## config.mk

```make
export PLATFORM = sky130hd
export DESIGN_NAME = nvsp_host
export DESIGN_NICKNAME = d
export VERILOG_FILES = /design/src/core/nvsp_delay_counter.v /design/src/core/nvsp_host.v
export VERILOG_INCLUDE_DIRS = /design/src /design/src/core
export SDC_FILE = /design/constraint.sdc
export NUM_CORES = 1
export LEC_CHECK = 0
export BUFFER_PORTS_ARGS = -buffer_cell sky130_fd_sc_hd__buf_2
export CAP_MARGIN = 10
export CORE_MARGIN = 1.5
export CORE_UTILIZATION = 31
export CTS_CLUSTER_DIAMETER = 50
export CTS_CLUSTER_SIZE = 10
export DETAILED_ROUTE_END_ITERATION = 12
export GPL_ROUTABILITY_DRIVEN = 0
export PLACE_DENSITY = 0.61
export SLEW_MARGIN = 10
export SYNTH_ARGS = -nofsm -noshare
export SYNTH_HDL_FRONTEND = slang
export SYNTH_HIERARCHICAL = 1
export SYNTH_SLANG_ARGS = --single-unit
```

## constraint.sdc

```tcl
create_clock -name clk_sys -period 4.05 [get_ports clk_sys]
set_input_delay 0.81 -clock clk_sys [delete_from_list [all_inputs] [get_ports clk_sys]]
set_output_delay 0.81 -clock clk_sys [all_outputs]
set_load 0.01 [all_outputs]
```

## src/core/nvsp_defs.vh

```
// timing and geometry constants for the nonvolatile sram host port
`ifndef NVSP_DEFS_VH
`define NVSP_DEFS_VH
`define NVSP_CLK_PERIOD_NS 100
`define NVSP_ADDR_W 11
`define NVSP_DATA_W 8
`define NVSP_DEPTH 2048
// fastest-grade figures in ns
`define NVSP_ADDRESS_ACCESS_TIME_NS 100
`define NVSP_T_OE_NS 50
`define NVSP_T_WP_NS 75
`define NVSP_T_DS_NS 40
`define NVSP_T_WR2_NS 10
`define NVSP_STROBE_TO_OUTPUT_OFF_NS 35
`define NVSP_T_RC_NS 100
`define NVSP_T_WC_NS 100
// supply monitoring, in us and ms
`define NVSP_T_PD_US 15
`define NVSP_T_PD_DIV 10
`define NVSP_PROTECT_RELEASE_TIME_MS 125
// minimum counts round up, never below one
`define NVSP_CYC_UP(ns) ((((ns) + `NVSP_CLK_PERIOD_NS - 1) / `NVSP_CLK_PERIOD_NS) < 1 ? 1 : \
    (((ns) + `NVSP_CLK_PERIOD_NS - 1) / `NVSP_CLK_PERIOD_NS))
`define NVSP_REC_CYCLES (`NVSP_PROTECT_RELEASE_TIME_MS * 1000000 / `NVSP_CLK_PERIOD_NS)
`endif

```

## src/core/nvsp_delay_counter.v

```verilog
// down-counter that times one strobe phase of the host sequencer
`timescale 1ns/10ps
`default_nettype none
module nvsp_delay_counter #(
    parameter integer WIDTH = 24
) (
    input wire clk_sys,
    input wire reset,
    input wire load,
    input wire [WIDTH-1:0] load_value,
    output wire done
);
    reg [WIDTH-1:0] count;

    // ---------------------------------------------------------------
    // counter
    // ---------------------------------------------------------------
    // load wins over counting so a phase always gets its full length
    always @(posedge clk_sys or posedge reset) begin
        if (reset) begin
            count <= {WIDTH{1'b0}};
        end else if (load) begin
            count <= load_value;
        end else if (count != {WIDTH{1'b0}}) begin
            count <= count - {{(WIDTH-1){1'b0}}, 1'b1};
        end
    end

    // count only: load is decoded from done, so gating with it would close a loop
    assign done = (count == {WIDTH{1'b0}});
endmodule
`default_nettype wire

```

## src/core/nvsp_host.v

```verilog
// host controller driving the byte-wide nonvolatile sram port
// What this block does
// - eleven address lines pick one of 2048 bytes, eight data lines.
// - address held unchanged for the whole write.
// - recovery after write before next cycle, 10 ns after select.
// - output enable held high throughout a write.
// - strobe/select overlap lasts at least 75 ns.
// - write data valid 40 ns before the write ends.
`timescale 1ns/10ps
`default_nettype none
`include "nvsp_defs.vh"
module nvsp_host #(
    parameter integer ADDRESS_ACCESS_TIME_NS = `NVSP_ADDRESS_ACCESS_TIME_NS,
    parameter integer T_OE_NS = `NVSP_T_OE_NS,
    parameter integer T_WP_NS = `NVSP_T_WP_NS,
    parameter integer T_DS_NS = `NVSP_T_DS_NS,
    parameter integer T_WR_NS = `NVSP_T_WR2_NS,
    parameter integer T_RC_NS = `NVSP_T_RC_NS,
    parameter integer T_WC_NS = `NVSP_T_WC_NS,
    parameter integer REC_CYCLES = `NVSP_REC_CYCLES
) (
    input wire clk_sys,
    input wire reset,
    // user side
    input wire req_valid,
    input wire req_write,
    input wire [`NVSP_ADDR_W-1:0] req_addr,
    input wire [`NVSP_DATA_W-1:0] req_wdata,
    output wire req_ready,
    output reg rsp_valid,
    output reg [`NVSP_DATA_W-1:0] rsp_rdata,
    input wire supply_ok,
    output reg write_protected,
    // device pins
    output reg [`NVSP_ADDR_W-1:0] byte_address_lines,
    output reg chip_select_n,
    output reg output_enable_n,
    output reg write_strobe_n,
    input wire [`NVSP_DATA_W-1:0] data_in,
    output reg [`NVSP_DATA_W-1:0] data_out,
    output reg data_oe
);
    localparam integer CW = 24;
    localparam [2:0] ST_IDLE = 3'd0;
    localparam [2:0] ST_RD = 3'd1;
    localparam [2:0] ST_WR_SET = 3'd2;
    localparam [2:0] ST_WR = 3'd3;
    localparam [2:0] ST_REC = 3'd4;

    // slowest read limit; address and select launch together with oe
    localparam integer RD_NS = (ADDRESS_ACCESS_TIME_NS > T_OE_NS) ? ADDRESS_ACCESS_TIME_NS : T_OE_NS;
    localparam integer WR_NS = (T_WP_NS > T_DS_NS) ? T_WP_NS : T_DS_NS;
    localparam integer RD_CYC = `NVSP_CYC_UP(RD_NS);
    localparam integer WP_CYC = `NVSP_CYC_UP(WR_NS);
    localparam integer WR_CYC = `NVSP_CYC_UP(T_WR_NS);
    localparam integer RC_CYC = `NVSP_CYC_UP(T_RC_NS);
    localparam integer PD_CYC = `NVSP_CYC_UP(`NVSP_T_PD_US * 1000 / `NVSP_T_PD_DIV);

    reg [2:0] state;
    reg [2:0] next_state;
    reg load;
    reg [CW-1:0] load_value;
    wire phase_done;
    reg [CW-1:0] rec_count;
    reg supply_seen;

    // converts a cycle count into the counter width
    function [CW-1:0] to_cnt;
        input integer cycles;
        begin
            to_cnt = cycles[CW-1:0] - {{(CW-1){1'b0}}, 1'b1};
        end
    endfunction

    nvsp_delay_counter #(
        .WIDTH(CW)
    ) u_phase (
        .clk_sys(clk_sys),
        .reset(reset),
        .load(load),
        .load_value(load_value),
        .done(phase_done)
    );

    // ---------------------------------------------------------------
    // supply lockout
    // ---------------------------------------------------------------
    // failure locks at once, well inside the lockout limit; release waits the full
    // recovery window since the device may stay protected that long
    always @(posedge clk_sys or posedge reset) begin
        if (reset) begin
            write_protected <= 1'b1;
            rec_count <= {CW{1'b0}};
            supply_seen <= 1'b0;
        end else if (!supply_ok) begin
            write_protected <= 1'b1;
            rec_count <= {CW{1'b0}};
            supply_seen <= 1'b0;
        end else if (!supply_seen) begin
            supply_seen <= 1'b1;
            rec_count <= REC_CYCLES[CW-1:0];
        end else if (rec_count != {CW{1'b0}}) begin
            rec_count <= rec_count - {{(CW-1){1'b0}}, 1'b1};
        end else begin
            write_protected <= 1'b0;
        end
    end

    assign req_ready = (state == ST_IDLE) && !write_protected && supply_ok;

    // ---------------------------------------------------------------
    // sequencer
    // ---------------------------------------------------------------
    always @* begin
        next_state = state;
        load = 1'b0;
        load_value = {CW{1'b0}};
        case (state)
            ST_IDLE: begin
                if (req_valid && req_ready) begin
                    load = 1'b1;
                    if (req_write) begin
                        next_state = ST_WR_SET;
                        load_value = to_cnt(1);
                    end else begin
                        next_state = ST_RD;
                        load_value = to_cnt(RD_CYC);
                    end
                end
            end
            ST_RD: begin
                if (phase_done) begin
                    next_state = ST_REC;
                    load = 1'b1;
                    load_value = to_cnt((RC_CYC > RD_CYC) ? RC_CYC - RD_CYC : 1);
                end
            end
            ST_WR_SET: begin
                if (phase_done) begin
                    next_state = ST_WR;
                    load = 1'b1;
                    load_value = to_cnt(WP_CYC);
                end
            end
            ST_WR: begin
                if (phase_done) begin
                    next_state = ST_REC;
                    load = 1'b1;
                    load_value = to_cnt(WR_CYC);
                end
            end
            ST_REC: begin
                if (phase_done) begin
                    next_state = ST_IDLE;
                end
            end
            default: begin
                next_state = ST_IDLE;
            end
        endcase
        // supply failure aborts any cycle in progress
        if (!supply_ok && state != ST_IDLE && state != ST_REC) begin
            next_state = ST_REC;
            load = 1'b1;
            load_value = to_cnt(WR_CYC);
        end
    end

    always @(posedge clk_sys or posedge reset) begin
        if (reset) begin
            state <= ST_IDLE;
        end else begin
            state <= next_state;
        end
    end

    // ---------------------------------------------------------------
    // pins and response
    // ---------------------------------------------------------------
    // strobes come from flops; in a write select and strobe fall together and rise together, in a read select and oe do
    always @(posedge clk_sys or posedge reset) begin
        if (reset) begin
            byte_address_lines <= {`NVSP_ADDR_W{1'b0}};
            chip_select_n <= 1'b1;
            output_enable_n <= 1'b1;
            write_strobe_n <= 1'b1;
            data_out <= {`NVSP_DATA_W{1'b0}};
            data_oe <= 1'b0;
            rsp_valid <= 1'b0;
            rsp_rdata <= {`NVSP_DATA_W{1'b0}};
        end else begin
            rsp_valid <= 1'b0;
            if (state == ST_IDLE && next_state == ST_RD) begin
                byte_address_lines <= req_addr;
                chip_select_n <= 1'b0;
                output_enable_n <= 1'b0;
                write_strobe_n <= 1'b1;
            end
            if (state == ST_IDLE && next_state == ST_WR_SET) begin
                byte_address_lines <= req_addr;
                data_out <= req_wdata;
                data_oe <= 1'b1;
                output_enable_n <= 1'b1;
            end
            if (state == ST_WR_SET && next_state == ST_WR) begin
                chip_select_n <= 1'b0;
                write_strobe_n <= 1'b0;
            end
            if (state == ST_RD && next_state == ST_REC && phase_done) begin
                rsp_rdata <= data_in;
                rsp_valid <= 1'b1;
            end
            if (next_state == ST_REC && state != ST_REC) begin
                chip_select_n <= 1'b1;
                write_strobe_n <= 1'b1;
                output_enable_n <= 1'b1;
            end
            // data held one recovery phase past the end as hold margin
            if (state == ST_REC && phase_done) begin
                data_oe <= 1'b0;
            end
        end
    end
endmodule
`default_nettype wire

```

Word-level counts from Yosys, hierarchy flattened
Index checks and enable logic that the tools add are counted.
- flip-flop bits (word level): 85
- bits of input ports: 32
- output and inout port bits: 34
- word-level logic and storage cells: 87
- add/subtract/negate cells: 2
- eq/ne operators: 12
- multiplexer cells: 33
- reductions and logical operators: 27
- operators with widths (kind ; number):
    two-way mux 24 bit ; 5
    nonzero test 24 bit ; 2
    subtractor 24 x 1 -> 24 bit, second input constant ; 2
    logical NOT 24 bit ; 1
    two-way mux 11 bit ; 2
    two-way mux 1 bit ; 18
    two-way mux 3 bit ; 5
    equality test 3 x 2 -> 1 bit, second input constant ; 4
    logical AND 1 bit ; 12
    one-hot mux 3 bit (4 select lines) ; 1
    nonzero test 3 bit ; 3
    equality test 3 x 1 -> 1 bit, second input constant ; 2
    equality test 3 bit, second input constant ; 2
    nonzero test 2 bit ; 3
    logical NOT 3 bit ; 1
    inequality test 3 x 2 -> 1 bit, second input constant ; 1
    inequality test 3 bit, second input constant ; 1
    OR reduction 3 bit ; 1
    logical NOT 1 bit ; 2
    two-way mux 2 bit ; 1
    inequality test 2 x 1 -> 1 bit, second input constant ; 1
    inequality test 2 bit, second input constant ; 1
    one-hot mux 1 bit (2 select lines) ; 1
    AND reduction 2 bit ; 1
    OR reduction 2 bit ; 1

Logic depth before layout (Yosys ltp)
- depth in word-level cells: 12
- mapped depth: 14

Modules after synthesis
The synthesis kept the hierarchy.
- modules (own cells, without submodules) (module ; instances ; cells each ; area each (sq um)):
    nvsp_host ; 1 ; 240 ; 2752.6
    nvsp_delay_counter ; 1 ; 178 ; 1581.5

Worst setup path before layout
Ideal clock, no wire load.
- path kind: register -> register
- start point: reg u_phase.count[0]
- end point: reg u_phase.count[20]
- setup time: 65 ps
- data arrival time: 2606 ps
- data required time: 3985 ps
- setup slack: 1379 ps
- stages on the path, launching flop included: 13
- path buffers: 2
- cells stage by stage: dfrtp_1 inv_1 ha_1 nor4b_1 nand4_1 nor2_1 inv_1 o21ai_0 o21ai_0 nand2_1 clkbuf_1 clkbuf_1 o221a_2
- cells in the longest elaborated chain, start to end: 5
- RTL lines (element ; line ; RTL):
    start: declaration ; nvsp_delay_counter.v:13 ; reg [WIDTH-1:0] count;
    start signal: assignment ; nvsp_delay_counter.v:21 ; count <= {WIDTH{1'b0}};
    start signal: assignment ; nvsp_delay_counter.v:23 ; count <= load_value;
    start signal: assignment ; nvsp_delay_counter.v:25 ; count <= count - {{(WIDTH-1){1'b0}}, 1'b1};
    logical NOT 24 bit * ; nvsp_delay_counter.v:30 ; assign done = (count == {WIDTH{1'b0}});
    net phase_done ; nvsp_host.v:63 ; wire phase_done;
    two-way mux 1 bit * ; nvsp_host.v:132, nvsp_host.v:139, nvsp_host.v:146 ;
    one-hot mux 1 bit (2 select lines) * ; nvsp_host.v:118 ; case (state)
    two-way mux 1 bit * ; nvsp_host.v:162 ; if (!supply_ok && state != ST_IDLE && state != ST_REC) begin
    net load ; nvsp_host.v:61 ; reg load;
    two-way mux 24 bit or nonzero test 2 bit (tied branches) ; -- ;
Mark *: on every way through the listed nets, which the timed path passes. The rest lies on a longest branch. The select of a mux whose other input is x is not followed.
A chain may end at the register's enable or synchronous reset.

Final worst setup path
- start point: reg u_phase.count[0]
- end point: reg u_phase.count[13]
Same word-level chain as after synthesis.

==> results.md <==
* Status: finished clean
* Post_cts resized at 0
* Layout cells sized above 1 at 26.22%
* Initial Utilization at a little under a third
* # rows at 43
* Crit Path Category: reg2reg
* Fin cells at approximately 690
* Clk Latency, worst-skew pair at between 0.3 and 0.4 ns
* Cts bufs inserted at 9
* CTS tree: yes
* Slew of the pin with the lowest slew margin at around 0.93 ns
* Rel. slew slack at between 30% and 40%
* Drt pass-1 iters at 4
* Largest net degree at the start of global routing at slightly above 40
* Antenna Diode Count at 0
* Pwr dens at 342.6 nW/um^2
* Setup violations, final at 0
* Synth warnings at 6
* First-pass GRT wire length at ~16000 um
* Layout Nets at between 500 and 600
* 1st-iter DRT viols at between 200 and 250
* Core area at around 14000 um^2
* Lkg Pwr at 2.406 nW
* Die area at around 15000 um^2
* Root Buffer: clkbuf_16
* Syn avg cell area at a little over 10 um^2
* Placement-stage cell area at just under 5000 um^2
* Clk_skew at around 0.0067 ns
* Number of port buffers at between 60 and 70
* Fmax at roughly 330 MHz
* Average wire per cell in the routed design at between 10 and 15 um
* Data required, critical path at roughly 4.3 ns
* Final Hold Viols at 0
* MaxCap Viol Count at 0
* Main flop type after synthesis: dfrtp_1
* ANT nets after route at 0
* Placed insts at around 680
* Max clock buf depth at 2
* Post-synth ARST share at 100.0%
* Final period utilization at 74.07%
* Ports at 66
* Worst vdd ir at approximately 0.00019 V
* Post-DP HPWL at between 7000 and 8000 um
* RSZ-0062 raised after global routing: no
* Setup TNS after final layout at 0 ns
* Vias per std cell at between 4 and 5
* Mapped cell area at roughly 4300 um^2
* Synth-to-layout area growth at 20.15%
* Clock Sink Count at 85
* Type of origin of the critical path: register
* Die Y at 121.2 um
* Yosys cell types at 66
* CTS clk-pin slew, worst paths at 0.06 ns
* Antenna violations before repair at 0
* Synthesis-stage register bit count at 85
* Drt total wl at about 9800 um
* Min Tclk post-route at 3.000 ns
* Worst-path maximum fanout at 40
* Post-synth top area cell: dfrtp_1
* # DRC at 0
* Vias at approximately 3400
* Final instance area at roughly 5200 um^2
* Postcts setup bufs at 0
* Area share of the largest cell type after synthesis at a little under half
* Gate Count Post-Synth at 418
* # H-tree levels at 3
* Worst hold path class: reg2reg
* Fin. max-slew vios at 0
* Vias in the first global route at ~3300
* Worst setup EP type: register
* Area contributors post-synth: dfrtp_1 (47%), mux2_2 (7.0%), nor2_1 (3.6%)
* Hold_buf cts at 0
* Die width at around 120 um
* EDFF count, synth at 0
* GRT Resource Usage Total at between 10 and 15%
* Seq/Total Area, Yosys at between 40 and 50%
* Total congestion overflow at 0
* CP arrival at approximately 3.2 ns
[placed cells by master (no fill, tap or decap), types with 14 or more instances in the layout]
| cell type | count |
|---|---|
| nor2_1 | 42 |
| nor3_1 | 16 |
| buf_2 | 65 |
| o21ai_0 | 20 |
| a21oi_1 | 14 |
| nand2_1 | 28 |
| dfrtp_1 | 81 |
| mux2_2 | 27 |
| conb_1 | 24 |
| inv_1 | 18 |
[cells by family after synthesis]
logic type,Yosys count,synth area share [%]
buffers and inverters,33,2.974
DFF,85,49.19
xor gates and xnor gates,20,4.042
and+or+nand+nor,158,20.90
AOI/OAI and AO/OA,90,14.69
muxes,28,7.246
other,1,0.08652
adders and majority gates,3,0.8661
[synthesized netlist by cell type (6+ instances only)]
cell / instances
clkbuf_1: 10
mux2_2: 27
nor3_1: 16
xor2_1: 12
o41ai_1: 7
nor2_1: 42
a31oi_1: 7
o31ai_1: 6
dfrtp_1: 81
xnor2_1: 8
o21ai_0: 20
nand3_1: 7
nand2_1: 28
nor4_1: 12
or4_1: 6
inv_1: 19
a21oi_1: 14
[stage by stage]
step / worst slack [ns] / util [%] / total power [mW] / hold slack, ns
2_1_floorplan: 1.379 / - / 1.001 / 0.4910
3_3_place_gp: 1.210 / 35.84 / 1.044 / 0.4840
3_5_place_dp: 1.069 / 35.84 / 1.046 / 0.4795
4_1_cts: 1.052 / 37.81 / 1.806 / 0.5041
5_1_grt: 0.6915 / 37.81 / 1.867 / 0.5285
6_report: 1.050 / 37.81 / 1.784 / 0.5001
[cell type report]
cell class                      count  area, um^2
Clock buffer                       12       246.5
Clock inverter                      4       25.02
Fill cell                        1407        8566
Inverter                           19       71.32
Multi-Input combinational cell    323        2160
Sequential cell                    85        2132
Tap cell                          180       225.2
Timing Repair Buffer               68       347.8
[worst max-delay path, stage by stage (launching register included)]
cell and delay (ns):
dfrtp_1 0.42, inv_1 0.12, ha_1 0.15, nor4b_1 0.39, nand4_1 0.14, nor2_1 0.24, inv_1 0.15, o21ai_0 0.20
o21ai_0 0.11, nand2_1 0.09, buf_4 0.35, nand2b_1 0.17, o21ai_0 0.08, a31oi_1 0.14, o31ai_1 0.09
[where the power goes]
group / internal (mW) / leakage, nW / switching [mW]
combinational: 0.0574 / 1.17 / 0.0887
clock: 0.430 / 0.129 / 0.323
sequential: 0.866 / 1.11 / 0.0189
total: 1.35 / 2.41 / 0.431
[path summary, 6_finish.rpt]
kind | cells after the start | slack (ns) | to | startpoint
min in group asynchronous | 2 | 0.54 | rec_count[8] | reset
max reg2reg | 14 | 1.05 | u_phase/count[13] | u_phase/count[0]
min reg2reg | 1 | 0.50 | data_oe | data_oe
min | 1 | 0.50 | data_oe | data_oe
max | 14 | 1.05 | u_phase/count[13] | u_phase/count[0]
max in group asynchronous | 3 | 2.61 | write_strobe_n | reset
[state kept, by name, indices dropped and copies added (netlist names)]
signal / count
rec_count: 24
write_protected: 1
chip_select_n: 1
byte_address_lines: 11
output_enable_n: 1
data_out: 8
data_oe: 1
supply_seen: 1
rsp_rdata: 8
write_strobe_n: 1
u_phase/count: 24
rsp_valid: 1
state: 3
[per-layer routing]
layer / vias up / share of wire, % / GRT usage [%]
li1: 1694 / - / -
met1: 1662 / 46 / 18.48
met2: 59 / 49 / 22.27
met3: 13 / 3.6 / 3.571
met4: 0 / 1.6 / 6.029
met5: - / 0 / 0
Note: power is estimated with default switching activity, not from simulation.
